## config.mk

```make
export PLATFORM = sky130hd
export DESIGN_NAME = hbsw_top
export DESIGN_NICKNAME = d
export VERILOG_FILES = /design/src/hbsw_pkg.sv /design/src/hbsw_top.sv
export SDC_FILE = /design/constraint.sdc
export NUM_CORES = 1
export LEC_CHECK = 0
export ABC_AREA = 1
export BUFFER_PORTS_ARGS = -buffer_cell sky130_fd_sc_hd__buf_4
export CAP_MARGIN = 10
export CORE_ASPECT_RATIO = 1.25
export CORE_UTILIZATION = 40
export DETAILED_ROUTE_END_ITERATION = 8
export GPL_ROUTABILITY_DRIVEN = 0
export PLACE_DENSITY = 0.61
export SYNTH_ARGS = -nofsm -noshare
export SYNTH_HDL_FRONTEND = slang
export SYNTH_SLANG_ARGS = --single-unit
```

## constraint.sdc

```tcl
create_clock -name pclk -period 3.6 [get_ports pclk]
set_clock_uncertainty 0.1 [all_clocks]
set_input_delay 0.9 -clock pclk [delete_from_list [all_inputs] [get_ports pclk]]
set_output_delay 0.9 -clock pclk [all_outputs]
set_load 0.05 [all_outputs]
```

## src/hbsw_pkg.sv

```systemverilog
// hbsw_pkg: constants, status word layouts and states shared by the
// buffer status writeback block.
// assumes a 32-bit descriptor word format and a single pclk domain.
package hbsw_pkg;

  // apb register byte offsets
  localparam logic [7:0] HBSW_CTRL_OFS = 8'h00;  // inhibit bits
  localparam logic [7:0] HBSW_LIMIT_OFS = 8'h04; // max message octets
  localparam logic [7:0] HBSW_RXSTAT_OFS = 8'h08; // last rx status word
  localparam logic [7:0] HBSW_TXSTAT_OFS = 8'h0c; // live tx status word
  localparam int HBSW_ADDR_W = 8;

  // control register field positions
  localparam int HBSW_TX_INH_BIT = 0;
  localparam int HBSW_RX_INH_BIT = 1;

  // values after reset
  localparam logic [1:0] HBSW_CTRL_RST = 2'h0;
  localparam logic [13:0] HBSW_LIMIT_RST = 14'h0000; // zero: no check

  // receive fault codes
  localparam logic [3:0] HBSW_ERR_NONE = 4'h0;
  localparam logic [3:0] HBSW_ERR_OVERFLOW = 4'h1;
  localparam logic [3:0] HBSW_ERR_ALIGN_CHG = 4'h2;
  localparam logic [3:0] HBSW_ERR_OOF = 4'h8;
  localparam logic [3:0] HBSW_ERR_CHECK = 4'h9;
  localparam logic [3:0] HBSW_ERR_OCTET = 4'ha;
  localparam logic [3:0] HBSW_ERR_ABORT = 4'hb;
  localparam logic [3:0] HBSW_ERR_OVERSIZE = 4'hc;

  // ownership values per direction
  localparam logic HBSW_TX_OWN_HOST = 1'b0;
  localparam logic HBSW_TX_OWN_DEV = 1'b1;
  localparam logic HBSW_RX_OWN_HOST = 1'b1;

  // frame flywheel length in bit ticks
  localparam logic [8:0] HBSW_FRAME_BITS = 9'h0c1;

  // transmit status word
  typedef struct packed {
    logic owner;          // bit 31
    logic rsvd30;
    logic end_of_message_flag;            // bit 29
    logic [14:0] rsvd28;  // bits 28:14
    logic [13:0] len;     // bits 13:0
  } hbsw_tx_stat_s;

  // receive status word
  typedef struct packed {
    logic owner;          // bit 31
    logic rsvd30;
    logic end_of_message_flag;            // bit 29
    logic [8:0] rsvd28;   // bits 28:20
    logic [3:0] err;      // bits 19:16
    logic [1:0] rsvd15;   // bits 15:14
    logic [13:0] len;     // bits 13:0
  } hbsw_rx_stat_s;

  // one memory write toward shared host memory
  typedef struct packed {
    logic [31:0] addr;
    logic [31:0] data;
  } hbsw_wb_req_s;

  // writeback sequencer states
  typedef enum logic [2:0] {
    HBSW_WB_IDLE = 3'b001,
    HBSW_WB_TX = 3'b010,
    HBSW_WB_RX = 3'b100
  } hbsw_wb_state_e;

endpackage : hbsw_pkg

```

## src/hbsw_top.sv

```systemverilog
// hbsw_top: buffer status word builder and writeback for one tx and
// one rx hdlc channel, plus descriptor pointer forming and apb config.
// assumes framing logic on pclk supplies octet and end events, a bus
// master drains wb_req, and descriptor fetch supplies the pointers.
//
// How it works
// [RL1] tx owner bit 31 zero when done
// [RL2] rx owner bit 31 one returns buffer
// [RL3] tx eom copied from descriptor
// [RL4] tx length is octets actually sent
// [RL5] rx eom only on message last octet
// [RL6] rx fault code in bits 19:16
// [RL7] code 1 on receive fifo overflow
// [RL8] code 2 on misaligned frame sync
// [RL9] code 8 while out of frame
// [RL10] code 9 on check sequence mismatch
// [RL11] code 10 beats check mismatch
// [RL12] code 11 on abort termination
// [RL13] code 12 oversize, discard, hunt flags
// [RL14] next address gets two zero bits
// [RL15] host loops list to first descriptor
// [RL16] data pointer is any byte address
// [RL17] status word overwrites serviced descriptor
// [RL18] inhibit bit suppresses status write
// [RL19] rx length is octets stored
// [RL20] reserved status bits written zero
module hbsw_top
  import hbsw_pkg::*;
(
  input wire logic pclk,
  input wire logic presetn,
  input wire logic psel,
  input wire logic penable,
  input wire logic pwrite,
  input wire logic [hbsw_pkg::HBSW_ADDR_W-1:0] paddr,
  input wire logic [31:0] pwdata,
  output logic [31:0] prdata,
  output logic pready,
  output logic pslverr,
  input wire logic tx_active,
  input wire logic tx_done,
  input wire logic tx_eom,
  input wire logic [13:0] tx_octets_sent,
  input wire logic [31:0] tx_desc_addr,
  output logic tx_busy,
  output logic tx_returned,
  input wire logic [31:0] rx_desc_addr,
  input wire logic [13:0] rx_buf_len,
  input wire logic [31:0] data_buffer_pointer,
  input wire logic rx_octet_valid,
  input wire logic rx_flag_end,
  input wire logic rx_abort_end,
  input wire logic rx_fcs_bad,
  input wire logic [2:0] rx_residue_bits,
  input wire logic rx_fifo_overflow,
  input wire logic bit_tick,
  input wire logic receive_frame_sync,
  input wire logic out_of_frame_input,
  output logic rx_busy,
  output logic rx_returned,
  output logic rx_octet_write,
  output logic [31:0] rx_octet_addr,
  output logic [3:0] rx_octet_strb,
  output logic rx_discard,
  output logic rx_hunt,
  input wire logic [31:0] next_descriptor_pointer,
  input wire logic next_ptr_valid,
  output logic [31:0] next_desc_addr,
  output logic next_desc_valid,
  output logic wb_valid,
  output hbsw_pkg::hbsw_wb_req_s wb_req,
  input wire logic wb_ready
);
  import hbsw_pkg::*;

  // apb registers
  logic [1:0] ctrl_reg, ctrl_next;       // inhibit bits
  logic [13:0] limit_reg, limit_next;    // oversize limit
  logic [31:0] prdata_reg, prdata_next;  // read data
  logic pslverr_reg, pslverr_next;       // unmapped flag
  logic apb_wr, apb_rd, apb_hit;         // decoded access

  // pin synchronisers; stage one feeds stage two only
  logic sync_a_reg, sync_b_reg, sync_c_reg;
  logic oof_a_reg, oof_b_reg, oof_c_reg;

  // flywheel
  logic [8:0] fly_reg, fly_next;
  logic frame_alignment_change_evt, oof_evt;

  // receive buffer tracking
  logic [13:0] rx_cnt_reg, rx_cnt_next;   // octets in this buffer
  logic [13:0] msg_len_reg, msg_len_next; // octets in this message
  logic discard_reg, discard_next;        // oversize drop state
  logic hunt_reg, hunt_next;
  logic oct_wr_reg, oct_wr_next;
  logic [31:0] oct_addr_reg, oct_addr_next;
  logic [3:0] oct_strb_reg, oct_strb_next;
  hbsw_rx_stat_s rx_last_reg, rx_last_next; // last closed word
  logic rx_pend_reg, rx_pend_next;
  logic [31:0] rx_waddr_reg, rx_waddr_next;
  logic rx_ret_reg, rx_ret_next;

  // transmit tracking
  hbsw_tx_stat_s tx_word_reg, tx_word_next; // live tx status word
  logic tx_pend_reg, tx_pend_next;
  logic [31:0] tx_waddr_reg, tx_waddr_next;
  logic tx_ret_reg, tx_ret_next;

  // writeback sequencer
  hbsw_wb_state_e wb_state_reg, wb_state_next;
  hbsw_wb_req_s wb_req_reg, wb_req_next;

  // descriptor pointer output
  logic [31:0] nda_reg, nda_next;
  logic ndv_reg, ndv_next;

  // combinational helpers for receive closing
  logic oct_take, over_evt, full_evt, msg_end, close_buf;
  logic [13:0] cnt_inc, msg_inc;
  logic [31:0] byte_addr;
  logic [3:0] err_code;
  hbsw_rx_stat_s rx_word;

  // apb decode: zero wait states, so pready is constant high
  assign apb_wr = psel & penable & pwrite;
  assign apb_rd = psel & ~penable & ~pwrite;
  assign apb_hit = (paddr == HBSW_CTRL_OFS) | (paddr == HBSW_LIMIT_OFS) |
                   (paddr == HBSW_RXSTAT_OFS) | (paddr == HBSW_TXSTAT_OFS);

  // register next values; read data captured in setup phase
  always_comb begin
    ctrl_next = ctrl_reg;
    limit_next = limit_reg;
    prdata_next = prdata_reg;
    pslverr_next = 1'b0;
    if (apb_wr) begin
      // unmapped writes fall through every decode
      if (paddr == HBSW_CTRL_OFS) begin
        ctrl_next = pwdata[1:0];
      end
      if (paddr == HBSW_LIMIT_OFS) begin
        limit_next = pwdata[13:0];
      end
    end
    if (psel & ~penable) begin
      // setup phase: load read data, flag unmapped access
      prdata_next = 32'h0000_0000;
      pslverr_next = ~apb_hit;
      if (apb_rd) begin
        case (paddr)
          HBSW_CTRL_OFS: prdata_next = {30'h0000_0000, ctrl_reg};
          HBSW_LIMIT_OFS: prdata_next = {18'h0_0000, limit_reg};
          HBSW_RXSTAT_OFS: prdata_next = rx_last_reg;
          HBSW_TXSTAT_OFS: prdata_next = tx_word_reg;
          default: prdata_next = 32'h0000_0000;
        endcase
      end
    end
  end

  // apb registers
  always_ff @(posedge pclk or negedge presetn) begin
    if (!presetn) begin
      ctrl_reg <= HBSW_CTRL_RST;
      limit_reg <= HBSW_LIMIT_RST;
      prdata_reg <= 32'h0000_0000;
      pslverr_reg <= 1'b0;
    end else begin
      ctrl_reg <= ctrl_next;
      limit_reg <= limit_next;
      prdata_reg <= prdata_next;
      pslverr_reg <= pslverr_next;
    end
  end

  assign pready = 1'b1;
  assign prdata = prdata_reg;
  // error only shows in the access phase
  assign pslverr = pslverr_reg & psel & penable;

  // two-flop synchronisers, third flop for edge detect
  always_ff @(posedge pclk or negedge presetn) begin
    if (!presetn) begin
      sync_a_reg <= 1'b0;
      sync_b_reg <= 1'b0;
      sync_c_reg <= 1'b0;
      oof_a_reg <= 1'b0;
      oof_b_reg <= 1'b0;
      oof_c_reg <= 1'b0;
    end else begin
      sync_a_reg <= receive_frame_sync;
      sync_b_reg <= sync_a_reg;
      sync_c_reg <= sync_b_reg;
      oof_a_reg <= out_of_frame_input;
      oof_b_reg <= oof_a_reg;
      oof_c_reg <= oof_b_reg;
    end
  end

  // [RL8] sync edge off flywheel zero
  assign frame_alignment_change_evt = sync_b_reg & ~sync_c_reg & (fly_reg != 9'h000);
  // [RL9] out of frame entry closes buffer
  assign oof_evt = oof_b_reg & ~oof_c_reg;

  // flywheel: sync edge realigns, ticks wrap at frame length
  always_comb begin
    fly_next = fly_reg;
    if (sync_b_reg & ~sync_c_reg) begin
      fly_next = 9'h000;
    end else if (bit_tick) begin
      fly_next = (fly_reg == HBSW_FRAME_BITS - 9'h001) ? 9'h000 :
                 fly_reg + 9'h001;
    end
  end

  always_ff @(posedge pclk or negedge presetn) begin
    if (!presetn) begin
      fly_reg <= 9'h000;
    end else begin
      fly_reg <= fly_next;
    end
  end

  // receive octet bookkeeping helpers
  assign oct_take = rx_octet_valid & ~discard_reg;
  assign cnt_inc = rx_cnt_reg + 14'h0001;
  assign msg_inc = msg_len_reg + 14'h0001;
  // [RL13] octet beyond limit is oversize
  assign over_evt = oct_take & (limit_reg != 14'h0000) & (msg_inc > limit_reg);
  assign full_evt = oct_take & ~over_evt & (cnt_inc == rx_buf_len);
  // [RL16] byte address from any alignment
  assign byte_addr = data_buffer_pointer + {18'h0_0000, rx_cnt_reg};

  // fault code by priority; error events end the message
  always_comb begin
    err_code = HBSW_ERR_NONE;
    if (rx_fifo_overflow) begin
      // [RL7] overflow means data lost
      err_code = HBSW_ERR_OVERFLOW;
    end else if (frame_alignment_change_evt) begin
      err_code = HBSW_ERR_ALIGN_CHG;
    end else if (oof_b_reg) begin
      // [RL9] code while out of frame held
      err_code = HBSW_ERR_OOF;
    end else if (over_evt) begin
      err_code = HBSW_ERR_OVERSIZE;
    end else if (rx_abort_end & ~discard_reg) begin
      // [RL12] abort instead of closing flag
      err_code = HBSW_ERR_ABORT;
    end else if (rx_flag_end & ~discard_reg & (rx_residue_bits != 3'h0)) begin
      // [RL11] octet fault ahead of check
      err_code = HBSW_ERR_OCTET;
    end else if (rx_flag_end & ~discard_reg & rx_fcs_bad) begin
      // [RL10] closing flag, check mismatch
      err_code = HBSW_ERR_CHECK;
    end
  end

  // [RL5] message ends on flag or error termination
  assign msg_end = (err_code != HBSW_ERR_NONE) & (err_code != HBSW_ERR_OOF) |
                   oof_evt | ((rx_flag_end | rx_abort_end) & ~discard_reg);
  assign close_buf = msg_end | full_evt;

  // receive status word; reserved fields forced to zero
  always_comb begin
    rx_word = '0;
    // [RL2] owner one hands buffer back
    rx_word.owner = HBSW_RX_OWN_HOST;
    rx_word.end_of_message_flag = msg_end;
    // [RL6] fault code field
    rx_word.err = err_code;
    // [RL19] octets stored, last one included
    rx_word.len = (oct_take & ~over_evt) ? cnt_inc : rx_cnt_reg;
  end

  // receive state next values
  always_comb begin
    rx_cnt_next = rx_cnt_reg;
    msg_len_next = msg_len_reg;
    discard_next = discard_reg;
    hunt_next = 1'b0;
    oct_wr_next = 1'b0;
    oct_addr_next = oct_addr_reg;
    oct_strb_next = oct_strb_reg;
    rx_last_next = rx_last_reg;
    rx_pend_next = rx_pend_reg;
    rx_waddr_next = rx_waddr_reg;
    rx_ret_next = 1'b0;
    if (oct_take & ~over_evt) begin
      // [RL16] dword address plus byte lane
      oct_wr_next = 1'b1;
      oct_addr_next = {byte_addr[31:2], 2'b00};
      oct_strb_next = 4'h1 << byte_addr[1:0];
      rx_cnt_next = cnt_inc;
      msg_len_next = msg_inc;
    end
    if (over_evt) begin
      // [RL13] stop storing, go back to hunting
      discard_next = 1'b1;
      hunt_next = 1'b1;
    end else if (discard_reg & (rx_flag_end | rx_abort_end)) begin
      discard_next = 1'b0;
    end
    if (msg_end) begin
      msg_len_next = 14'h0000;
    end
    if (close_buf) begin
      rx_cnt_next = 14'h0000;
      rx_last_next = rx_word;
      rx_ret_next = 1'b1;
      // [RL18] inhibit bit skips status write
      if (!ctrl_reg[HBSW_RX_INH_BIT]) begin
        // [RL17] write over serviced descriptor
        rx_pend_next = 1'b1;
        rx_waddr_next = rx_desc_addr;
      end
    end
    if (wb_state_reg == HBSW_WB_RX && wb_ready) begin
      rx_pend_next = close_buf & ~ctrl_reg[HBSW_RX_INH_BIT];
    end
  end

  always_ff @(posedge pclk or negedge presetn) begin
    if (!presetn) begin
      rx_cnt_reg <= 14'h0000;
      msg_len_reg <= 14'h0000;
      discard_reg <= 1'b0;
      hunt_reg <= 1'b0;
      oct_wr_reg <= 1'b0;
      oct_addr_reg <= 32'h0000_0000;
      oct_strb_reg <= 4'h0;
      rx_last_reg <= '0;
      rx_pend_reg <= 1'b0;
      rx_waddr_reg <= 32'h0000_0000;
      rx_ret_reg <= 1'b0;
    end else begin
      rx_cnt_reg <= rx_cnt_next;
      msg_len_reg <= msg_len_next;
      discard_reg <= discard_next;
      hunt_reg <= hunt_next;
      oct_wr_reg <= oct_wr_next;
      oct_addr_reg <= oct_addr_next;
      oct_strb_reg <= oct_strb_next;
      rx_last_reg <= rx_last_next;
      rx_pend_reg <= rx_pend_next;
      rx_waddr_reg <= rx_waddr_next;
      rx_ret_reg <= rx_ret_next;
    end
  end

  // transmit status word; live copy shows device ownership
  always_comb begin
    tx_word_next = tx_word_reg;
    tx_pend_next = tx_pend_reg;
    tx_waddr_next = tx_waddr_reg;
    tx_ret_next = 1'b0;
    if (tx_active) begin
      // [RL1] owner one while buffer in use
      tx_word_next.owner = HBSW_TX_OWN_DEV;
    end
    if (tx_done) begin
      tx_word_next = '0;
      // [RL1] owner zero hands buffer back
      tx_word_next.owner = HBSW_TX_OWN_HOST;
      // [RL3] eom copied from descriptor
      tx_word_next.end_of_message_flag = tx_eom;
      // [RL4] octets actually sent
      tx_word_next.len = tx_octets_sent;
      tx_ret_next = 1'b1;
      // [RL18] inhibit bit skips status write
      if (!ctrl_reg[HBSW_TX_INH_BIT]) begin
        tx_pend_next = 1'b1;
        tx_waddr_next = tx_desc_addr;
      end
    end
    if (wb_state_reg == HBSW_WB_TX && wb_ready) begin
      tx_pend_next = tx_done & ~ctrl_reg[HBSW_TX_INH_BIT];
    end
  end

  always_ff @(posedge pclk or negedge presetn) begin
    if (!presetn) begin
      tx_word_reg <= '0;
      tx_pend_reg <= 1'b0;
      tx_waddr_reg <= 32'h0000_0000;
      tx_ret_reg <= 1'b0;
    end else begin
      tx_word_reg <= tx_word_next;
      tx_pend_reg <= tx_pend_next;
      tx_waddr_reg <= tx_waddr_next;
      tx_ret_reg <= tx_ret_next;
    end
  end

  // writeback sequencer: tx first, then rx, one word at a time
  always_comb begin
    wb_state_next = wb_state_reg;
    wb_req_next = wb_req_reg;
    case (wb_state_reg)
      HBSW_WB_IDLE: begin
        if (tx_pend_reg) begin
          // [RL20] reserved bits already zero in word
          wb_state_next = HBSW_WB_TX;
          wb_req_next.addr = tx_waddr_reg;
          wb_req_next.data = tx_word_reg;
        end else if (rx_pend_reg) begin
          wb_state_next = HBSW_WB_RX;
          wb_req_next.addr = rx_waddr_reg;
          wb_req_next.data = rx_last_reg;
        end
      end
      HBSW_WB_TX, HBSW_WB_RX: begin
        // hold the request until the master takes it
        if (wb_ready) begin
          wb_state_next = HBSW_WB_IDLE;
        end
      end
      default: wb_state_next = HBSW_WB_IDLE;
    endcase
  end

  always_ff @(posedge pclk or negedge presetn) begin
    if (!presetn) begin
      wb_state_reg <= HBSW_WB_IDLE;
      wb_req_reg <= '0;
    end else begin
      wb_state_reg <= wb_state_next;
      wb_req_reg <= wb_req_next;
    end
  end

  // [RL14] next descriptor address, dword aligned
  always_comb begin
    nda_next = nda_reg;
    ndv_next = next_ptr_valid;
    if (next_ptr_valid) begin
      nda_next = {next_descriptor_pointer[31:2], 2'b00};
    end
  end

  always_ff @(posedge pclk or negedge presetn) begin
    if (!presetn) begin
      nda_reg <= 32'h0000_0000;
      ndv_reg <= 1'b0;
    end else begin
      nda_reg <= nda_next;
      ndv_reg <= ndv_next;
    end
  end

  // outputs; busy stalls the source while a word waits
  assign wb_valid = (wb_state_reg != HBSW_WB_IDLE);
  assign wb_req = wb_req_reg;
  assign tx_busy = tx_pend_reg;
  assign rx_busy = rx_pend_reg;
  assign tx_returned = tx_ret_reg;
  assign rx_returned = rx_ret_reg;
  assign rx_octet_write = oct_wr_reg;
  assign rx_octet_addr = oct_addr_reg;
  assign rx_octet_strb = oct_strb_reg;
  assign rx_discard = discard_reg;
  assign rx_hunt = hunt_reg;
  assign next_desc_addr = nda_reg;
  assign next_desc_valid = ndv_reg;

endmodule : hbsw_top

```

==> results of run 1 <==
==> path summary, 6_finish.rpt <==
| check | start | end | slack [ns] | cells after the start |
|---|---|---|---|---|
| min in group pclk | oof_a_reg | oof_b_reg | 0.25 | 0 |
| setup / recovery | msg_len_reg[6] | rx_waddr_reg[21] | 0.16 | 23 |
| hold / removal | presetn | next_desc_addr[12] | 0.23 | 1 |
| setup reg to reg | msg_len_reg[6] | rx_waddr_reg[21] | 0.16 | 23 |
| hold reg to reg | oof_a_reg | oof_b_reg | 0.25 | 0 |
| max in group asynchronous | presetn | rx_octet_addr[30] | 2.39 | 2 |
==> layout make-up <==
class,count,area [um2]
multi-input combinational,1219,6678
antenna,1,2.502
timing repair buffer,416,3359
sequential,307,7685
clock inverter,14,180.2
inverter,186,703.2
clock buffer,47,970.9
tap,486,608.1
fill,3495,17280
==> metrics by stage <==
| step | instance area, um2 | power, uW |
|---|---|---|
| floorplan | 15380 | 6587 |
| global placement | 18660 | 7793 |
| detailed placement | 18660 | 7855 |
| CTS | 19830 | 11460 |
| global route | 20190 | 11910 |
| finish | 20190 | 11360 |
==> per-layer routing <==
layer,share of wire [%],vias up
met1,42,6319
met5,0,-
met3,5.9,70
met4,3.1,0
met2,49,409
li1,-,6528
==> cells in the final DEF, fill, tap and decap left out, types with 4 or more instances in the layout <==
cell,netlist,final
o22ai_1,20,20
o21a_1,50,50
o21ai_1,11,19
nand2_2,3,10
o31ai_1,9,9
nand3b_1,6,6
ha_1,32,28
buf_12,0,12
ha_4,0,4
clkbuf_1,34,7
inv_1,181,176
inv_2,3,7
mux2_2,62,62
buf_6,7,7
a21oi_1,49,47
clkbuf_16,0,38
nand2_1,411,401
dfrtp_1,306,305
nor2_1,172,166
xor2_1,22,21
nand4_1,18,18
nand3_2,0,4
buf_4,30,393
conb_1,2,29
clkbuf_8,0,5
o21ai_0,146,137
clkinv_2,0,5
nand3_1,106,102
o21bai_1,4,4
nor4_1,7,4
nor3_1,17,15
a32o_1,4,4
xnor2_1,16,16
a31oi_1,4,4
nor2_2,4,8
==> worst register-to-register path, cell delays in order, from the launching register on <==
cell and delay (ns):
dfrtp_1 0.37, inv_2 0.08, nor4_4 0.28, nand2_1 0.13
nor2_2 0.15, nand3_2 0.12, nor2_1 0.12, nand3b_1 0.11
nand2_2 0.11, ha_4 0.20, nand2_2 0.09, nor2_4 0.04
buf_4 0.12, a21oi_2 0.13, nand2_2 0.08, nand2_4 0.12
nand2_2 0.10, nor2_1 0.16, nand3_2 0.14, nand2_8 0.17
nand2_8 0.11, buf_12 0.18, nand2_1 0.06, nand2_1 0.06
==> kinds of logic after synthesis <==
group | Yosys count | synth area share [%]
other | 2 | 0.04916
and+or+nand+nor | 751 | 20.38
buffers and inverters | 281 | 8.101
muxes | 62 | 4.570
adders and majority gates | 33 | 2.752
xor gates and xnor gates | 39 | 2.326
DFF | 307 | 50.30
AOI/OAI and AO/OA | 305 | 11.52
==> power by group through the flow <==
stage | Clock (uW) | Combinational [uW] | Sequential, uW
after floorplan | 0 | 1160 | 5430
after global placement | 0 | 3540 | 4250
after detailed placement | 0 | 3580 | 4280
after CTS | 3660 | 3580 | 4220
after global routing | 3810 | 3830 | 4270
final | 3580 | 3570 | 4210
==> repair_timing <==
item                       CTS  global route
setup endpoints to repair   55           116
gates resized for setup      3            60
buffers inserted             0             7
cloned                       0             4
pin swaps                    0            19
hold buffers                 0             0
==> synthesized netlist by cell type, drive strengths merged, types with 2 or more instances <==
cell type | instances | area [um2]
nand2 | 414 | 1562
dfrtp | 306 | 7657
inv | 184 | 690.7
nor2 | 177 | 681.9
o21ai | 158 | 794.5
nand3 | 106 | 530.5
mux2 | 62 | 698.2
buf | 61 | 411.7
o21a | 50 | 375.4
a21oi | 49 | 245.2
clkbuf | 34 | 127.6
ha | 32 | 400.4
xor2 | 22 | 192.7
o22ai | 20 | 125.1
nand4 | 18 | 112.6
nor3 | 17 | 85.08
xnor2 | 16 | 140.1
o31ai | 9 | 67.56
nor4 | 8 | 65.06
nand3b | 6 | 45.04
a31oi | 4 | 25.02
a32o | 4 | 40.04
o21bai | 4 | 30.03
or2 | 3 | 18.77
a221oi | 2 | 17.52
a22o | 2 | 17.52
clkinv | 2 | 7.510
conb | 2 | 7.510
==> flow_summary.toml, run 1 <==
[final_layout]
fin_cells = 2676
area_growth_pct = 32.15
finish.utilization_pct = 53.89
nNetsFinal = 2414
largest_reg_flops = 52
layout-drive-gt1-share_pct = 26.86

[routing]
via_per_inst = 4.980
drtAntennaViolNets = 0
vias = 13330
dr.pass1.iters = 5
drc_errors = 0
wl_um = 43260
detail_route.wl_per_cell_um = 16.17
drtIter0Drc = 706

[floorplanning]
die-area_um2 = 38980
rows = 79
core_um2 = 37460
die_x_um = 176.8
start_util_pct = 40.78
fp.dieH_um = 220.5
io_pins = 392

[critical_path]
path_delay_family = "simple AND/OR/NAND/NOR gates"
worstPathRequired_ns = 3.91
critPathMaxFanout = 7
critPathLaunchType = "flop"
critPathCaptureType = "flop"
crit_chain = "inv_2 -> nor4_4 -> nand2_1 -> nor2_2 -> nand3_2 -> nor2_1 -> nand3b_1 -> nand2_2 -> ha_4 -> nand2_2 -> nor2_4 -> buf_4 -> a21oi_2 -> nand2_2 -> nand2_4 -> nand2_2 -> nor2_1 -> nand3_2 -> nand2_8 -> nand2_8 -> buf_12 -> nand2_1 -> nand2_1"
path_buf_inv = 3
worstPathArrival_ns = 3.75
worst_path_most_repeated_cell = "nand2_2"
cp_slowest_cell = "dfrtp_1"
critical-path-max-stage-delay_ns = 0.37
crit_type = "flop to flop"

[synthesis]
async_reset_ff_share_pct = 100.0
synth_edf_count = 0
synth_seq_cells = 307
avgSynthCellArea_um2 = 8.582
ys.flop_type = "dfrtp_1"
ys_warn_count = 0
syn-cell-area_um2 = 15280
seq_area_frac_synth_pct = 50.30
ys_types = 47
netlist_instances = 1780

[placed_design]
dp_slack_ns = -0.1264
dp_hpwl_um = 31660
port_buffers = 342
placed_cells = 2604

[global_route]
grt.overflow.total = 0
grt.met3_usage_pct = 3.814
grt_pass1_wl_um = 66160
grtUsageMet2_pct = 36.38
grt.total_usage_pct = 21.51
grt_pass1_vias = 12890
grt_max_degree = 66
antenna_found_initial = 1
grtUsageMet1_pct = 27.44
grt-busiest-layer = "met2"

[timing]
drv_slew = 0
tns_ns = 0
fin_crit_sh_pct = 95.62
hold_viol_final = 0
timing.final.ws_setup_ns = 0.1577
worst_pin_slew_ns = 0.8651
post-route-min-period_ns = 3.442
maxSlewHeadroom_pct = 42.19
fmax_mhz = 290.5
whs_ns = 0.2335
setup-violations-final = 0

[clocking]
numCtsBuffers = 34
clk_latency_ns = 0.54
clockBufferDepth = 3
clk_pin_slew_ns = 0.06
h-tree-depth = 2
clock-sinks = 307
clockRootBuffer = "clkbuf_16"
cts_tree = "built"

[pwr]
p_seq_share_pct = 37.1
p_int_uw = 7236
p_sw_share_pct = 36.28
leakage_uw = 0.009846
p_clk_share_pct = 31.5
powerDensity_nw_per_um2 = 562.6
vdd_drop_max_v = 0.0004105
combPwrFrac_pct = 31.4
p_sw_uw = 4120

[status]
outcome = "finished clean"

[flow_run]
drv_cap = 0

[hold_path]
hp-class = "input pin to asynchronous set/reset pin"
Note: power is estimated with default switching activity, not from simulation.
==> run 2, diff against run 1 <==
- GPL_TIMING_DRIVEN: unset -> 0
==> flow_summary.toml, run 2 (same netlist as run 1, synthesis figures left out) <==
[status]
outcome = "finished clean"

[pwr]
p_sw_uw = 4234
leakage_uw = 0.01007
p_seq_share_pct = 36.2
combPwrFrac_pct = 31.8
vdd_drop_max_v = 0.0003203
p_clk_share_pct = 32.0
power_uw = 11600
p_sw_share_pct = 36.50
powerDensity_nw_per_um2 = 565.7
p_int_uw = 7366

[routing]
detail_route.wl_per_cell_um = 16.99
dr.pass1.iters = 5
via_per_inst = 5.022
drtIter0Drc = 787
drtAntennaViolNets = 0
wl_um = 46280
drc_errors = 0
vias = 13680

[placed_design]
dp_slack_ns = -0.7180
placed_area_um2 = 18640
port_buffers = 342
dp_hpwl_um = 34420
placed_cells = 2638

[flow_run]
drv_cap = 0

[final_layout]
nNetsFinal = 2462
seq_area_um2 = 7684
area_growth_pct = 34.25
fill_cells = 3463
layout-drive-gt1-share_pct = 27.46
final_cell_mix = "nand2_1, buf_4, dfrtp_1"
fin_cells = 2724
largest_reg_flops = 52
final_common_cell = "nand2_1"
finish.instance_area_um2 = 20510
multi_input_area_um2 = 6768

[timing]
drv_slew = 0
fmax_mhz = 285.3
worst_pin_slew_ns = 0.7065
hold_viol_final = 0
tns_ns = 0
setup-violations-final = 0
post-route-min-period_ns = 3.505
fin_crit_sh_pct = 97.36
rsz0062_at_grt = "true"
timing.final.ws_setup_ns = 0.09501
maxSlewHeadroom_pct = 52.90

[critical_path]
ff2ff_setup_slack_ns = 0.1
timing.rr.start = "msg_len_reg[1]"
worstPathRequired_ns = 3.90
critical-path-max-stage-delay_ns = 0.40
cp_slowest_cell = "dfrtp_1"
critPathLaunchType = "flop"
reg2regPathDepth = 25
path_buf_inv = 5
path_delay_family = "simple AND/OR/NAND/NOR gates"
crit_type = "flop to flop"
critPathCaptureType = "flop"
worstPathArrival_ns = 3.81
critPathMaxFanout = 6
worst_path_most_repeated_cell = "nand2_2"
r2r-end = "rx_waddr_reg[17]"

[floorplanning]
die-area_um2 = 38980
core_um2 = 37460
start_util_pct = 40.78
io_pins = 392
rows = 79
die_x_um = 176.8
fp.dieH_um = 220.5

[global_route]
grt_pass1_vias = 13160
antenna_found_initial = 2
grt.total_usage_pct = 23.10
grt_max_degree = 120
grt_pass1_wl_um = 70100
grt.overflow.total = 0

[clocking]
cts_tree = "built"
clock-sinks = 307
h-tree-depth = 2
cts_hold_buf = 0
clk_pin_slew_ns = 0.06
numCtsBuffers = 36
clockBufferDepth = 3
clockRootBuffer = "clkbuf_16"
clk_latency_ns = 0.54

[hold_path]
hp-class = "input pin to asynchronous set/reset pin"
## run 2: timing repair
item                                    in CTS  in global routing
cloned                                       0                  6
endpoints found under the hold margin        0                  0
pin swaps                                    6                 33
endpoints found under the setup margin     117                117
buffers inserted                             6                 10
resized for setup                           30                 85
## run 2: stage by stage
stage          util (%)  hold slack, ns
6_report          54.74          0.1245
5_1_grt           54.74          0.1065
4_1_cts           53.31          0.1032
3_5_place_dp      49.76          0.2418
3_3_place_gp      49.52          0.2321
2_1_floorplan         -          0.2312
## run 2: worst reg2reg max path: stages, from the launching register on
cell	delay [ns]
dfrtp_1	0.40
inv_1	0.10
nor3_4	0.26
nand2_2	0.12
nor2_4	0.14
nand3_2	0.10
nor2_1	0.12
nand3b_1	0.10
nand2_2	0.12
ha_4	0.22
nand2_4	0.08
inv_2	0.04
nand2_2	0.05
nand2_2	0.06
a21oi_4	0.14
nand2_2	0.11
nand2_8	0.13
inv_4	0.05
nand3_2	0.07
nand2_2	0.07
nor2_4	0.22
nand2_4	0.13
clkbuf_16	0.20
clkbuf_16	0.15
nand3_1	0.06
nand2_1	0.06
## run 2: cell type report
class / instances / share of cell area, %
buffer: 95 / 3.008
sequential: 307 / 37.47
clock buffer: 49 / 4.875
clock inverter: 13 / 0.9335
inverter: 186 / 3.429
antenna: 2 / 0.02441
tap: 486 / 2.965
timing repair buffer: 367 / 14.30
multi-input combinational: 1219 / 33.00
## run 2: worst max-delay path by stage
stage	slack (ns)	cells past startpoint	end	from
floorplan	0.40	23	rx_waddr_reg[11]	msg_len_reg[2]
CTS	-0.004	22	rx_cnt_reg[7]	msg_len_reg[4]
finish	0.1	25	rx_waddr_reg[17]	msg_len_reg[1]
global route	-0.11	25	rx_waddr_reg[16]	msg_len_reg[4]
detailed placement	-0.72	19	rx_cnt_reg[3]	msg_len_reg[2]
global placement	-1.35	1	fly_reg[2]	presetn
## run 2: power by group through the flow
stage	logic [uW]	clock network [uW]	registers, uW
after floorplan	1160	0	5430
after global placement	3620	0	4240
after detailed placement	3660	0	4270
after CTS	3680	3810	4210
after global routing	3930	3930	4260
final	3690	3710	4200
## run 2: routing by layer
metal | track usage, % | part of all wire [%]
met5 | 0 | 0
met4 | 8.276 | 2.5
met3 | 3.986 | 5.9
met2 | 39.82 | 49
met1 | 29.01 | 42
==> run 3, diff against run 2 <==
- CORE_ASPECT_RATIO: 1.25 -> 0.6
- CTS_BUF_LIST: unset -> sky130_fd_sc_hd__clkbuf_2 sky130_fd_sc_hd__clkbuf_4 sky130_fd_sc_hd__clkbuf_8
==> flow_summary.toml, run 3 (same netlist as run 1, synthesis figures left out) <==
[critical_path]
timing.rr.start = "msg_len_reg[4]"
critPathMaxFanout = 6
worstPathArrival_ns = 4.05
reg2regPathDepth = 23
ff2ff_setup_slack_ns = -0.04
crit_type = "flop to flop"
r2r-end = "rx_waddr_reg[26]"
critPathCaptureType = "flop"
critPathLaunchType = "flop"
startpoint = "msg_len_reg[4]"
worstPathRequired_ns = 4.00

[final_layout]
finish.instance_area_um2 = 20690
largest_reg_flops = 52
area_growth_pct = 35.44
nNetsFinal = 2484
final_cell_mix = "buf_4, nand2_1, dfrtp_1"
layout-drive-gt1-share_pct = 30.60
insertedDiodeCount = 0
final_common_cell = "buf_4"

[routing]
drtIter0Drc = 962
wl_um = 48860
detail_route.wl_per_cell_um = 17.57
drtAntennaViolNets = 0
drc_errors = 0
vias = 13890
dr.pass1.iters = 5
via_per_inst = 4.993

[global_route]
grt_max_degree = 110
grt.total_usage_pct = 24.14
grt_pass1_vias = 13280
grt_pass1_wl_um = 73280
antenna_found_initial = 2
grt.overflow.total = 0

[pwr]
p_sw_share_pct = 37.98
p_sw_uw = 4257
vdd_drop_max_v = 0.0004613
power_uw = 11210
combPwrFrac_pct = 33.2
powerDensity_nw_per_um2 = 541.8
p_clk_share_pct = 29.3
p_seq_share_pct = 37.6
leakage_uw = 0.01017
p_int_uw = 6952

[timing]
worst_pin_slew_ns = 0.8516
maxSlewHeadroom_pct = 43.02
fin_crit_sh_pct = 101.2
rsz0062_at_grt = "true"
fmax_mhz = 274.5
drv_slew = 0
setup-violations-final = 33
post-route-min-period_ns = 3.643
hold_viol_final = 0
timing.final.ws_setup_ns = -0.04294

[clocking]
cts_hold_buf = 0
clockBufferDepth = 3
clk_pin_slew_ns = 0.08
numCtsBuffers = 49
clockRootBuffer = "clkbuf_8"
h-tree-depth = 2
cts_tree = "built"
clk_latency_ns = 0.61
clock-sinks = 307

[status]
failed_checks = "negative setup slack"
outcome = "complete, but fails checks"

[flow_run]
drv_cap = 0

[floorplanning]
io_pins = 392
fp.dieH_um = 153.4
die-area_um2 = 39000
die_x_um = 254.3
start_util_pct = 40.58
rows = 55
core_um2 = 37640

[hold_path]
hp-class = "input pin to asynchronous set/reset pin"

[placed_design]
placed_area_um2 = 18680
dp_hpwl_um = 36550
port_buffers = 342
==> run 3: changes by cell type in the layout (fill, tap and decap cells not counted), moves of 9 or more <==
cell | before | now
clkbuf_16 | 42 | 6
nor2_1 | 166 | 157
nand2_1 | 394 | 379
clkbuf_4 | 0 | 17
clkbuf_8 | 5 | 60
==> run 3: worst max path at each step <==
| stage | end | slack, ns | cells after the start |
|---|---|---|---|
| 2_1_floorplan | rx_waddr_reg[11] | 0.40 | 23 |
| 3_3_place_gp | tx_waddr_reg[22] | -1.35 | 1 |
| 3_5_place_dp | rx_last_reg[2] | -1.01 | 19 |
| 4_1_cts | rx_waddr_reg[3] | -0.0003 | 24 |
| 5_1_grt | rx_last_reg[7] | -0.14 | 23 |
| 6_report | rx_waddr_reg[26] | -0.04 | 23 |
==> run 3: layout make-up <==
class	count	area (um2)
Fill cell	3490	16950
Sequential cell	307	7684
Multi-Input combinational cell	1219	6969
Timing Repair Buffer	376	3003
Clock buffer	77	953.4
Inverter	186	705.7
Tap cell	513	641.9
Buffer	95	626.9
Clock inverter	8	106.4
==> run 3: worst max-delay path: stages (launching register included) <==
cell       delay, ns
dfrtp_1         0.37
inv_2           0.07
buf_6           0.12
nor4_4          0.31
buf_4           0.16
nand3_1         0.09
xor2_1          0.17
inv_1           0.08
ha_1            0.30
nand2_2         0.10
nor2_4          0.06
buf_4           0.14
a21oi_4         0.17
nand2_4         0.09
nand2_8         0.12
inv_4           0.04
nand3_2         0.06
nand2_2         0.07
nor2_4          0.29
nand2_4         0.15
clkbuf_16       0.21
clkbuf_16       0.16
nand3_1         0.07
nand2_1         0.05
==> run 3: metal layers <==
layer	global-route usage [%]	share of wire, %
met5	0	0.051
met4	5.823	1.9
met3	6.829	9.0
met2	34.83	43
met1	35.40	47
==> run 3: through the flow <==
step	worst slack [ns]	hold slack, ns	util [%]	setup TNS [ns]	instances
floorplan	0.4048	0.2312	-	0	1807
global placement	-1.347	0.2343	49.38	-477.42	2662
detailed placement	-1.006	0.2379	49.62	-82.92	2665
CTS	-0.0002665	0.08378	53.10	-0.0002665	2764
global route	-0.1424	0.1014	54.96	-7.660	2781
finish	-0.04294	0.08936	54.96	-0.7568	2781
==> run 3: what timing repair did <==
item                                    CTS  global route
gates cloned                              0             6
gates resized for setup                  45           129
endpoints found under the setup margin  117           117
pin swaps                                12            43
setup buffers                            14            12
==> run 3: power by group through the flow <==
| stage | Sequential (uW) | Clock, uW | Combinational (uW) |
|---|---|---|---|
| after detailed placement | 4270 | 0 | 3680 |
| after global routing | 4270 | 3520 | 3960 |
| after global placement | 4260 | 0 | 3630 |
| final | 4210 | 3280 | 3720 |
| after CTS | 4210 | 3360 | 3700 |
| after floorplan | 5430 | 0 | 1160 |
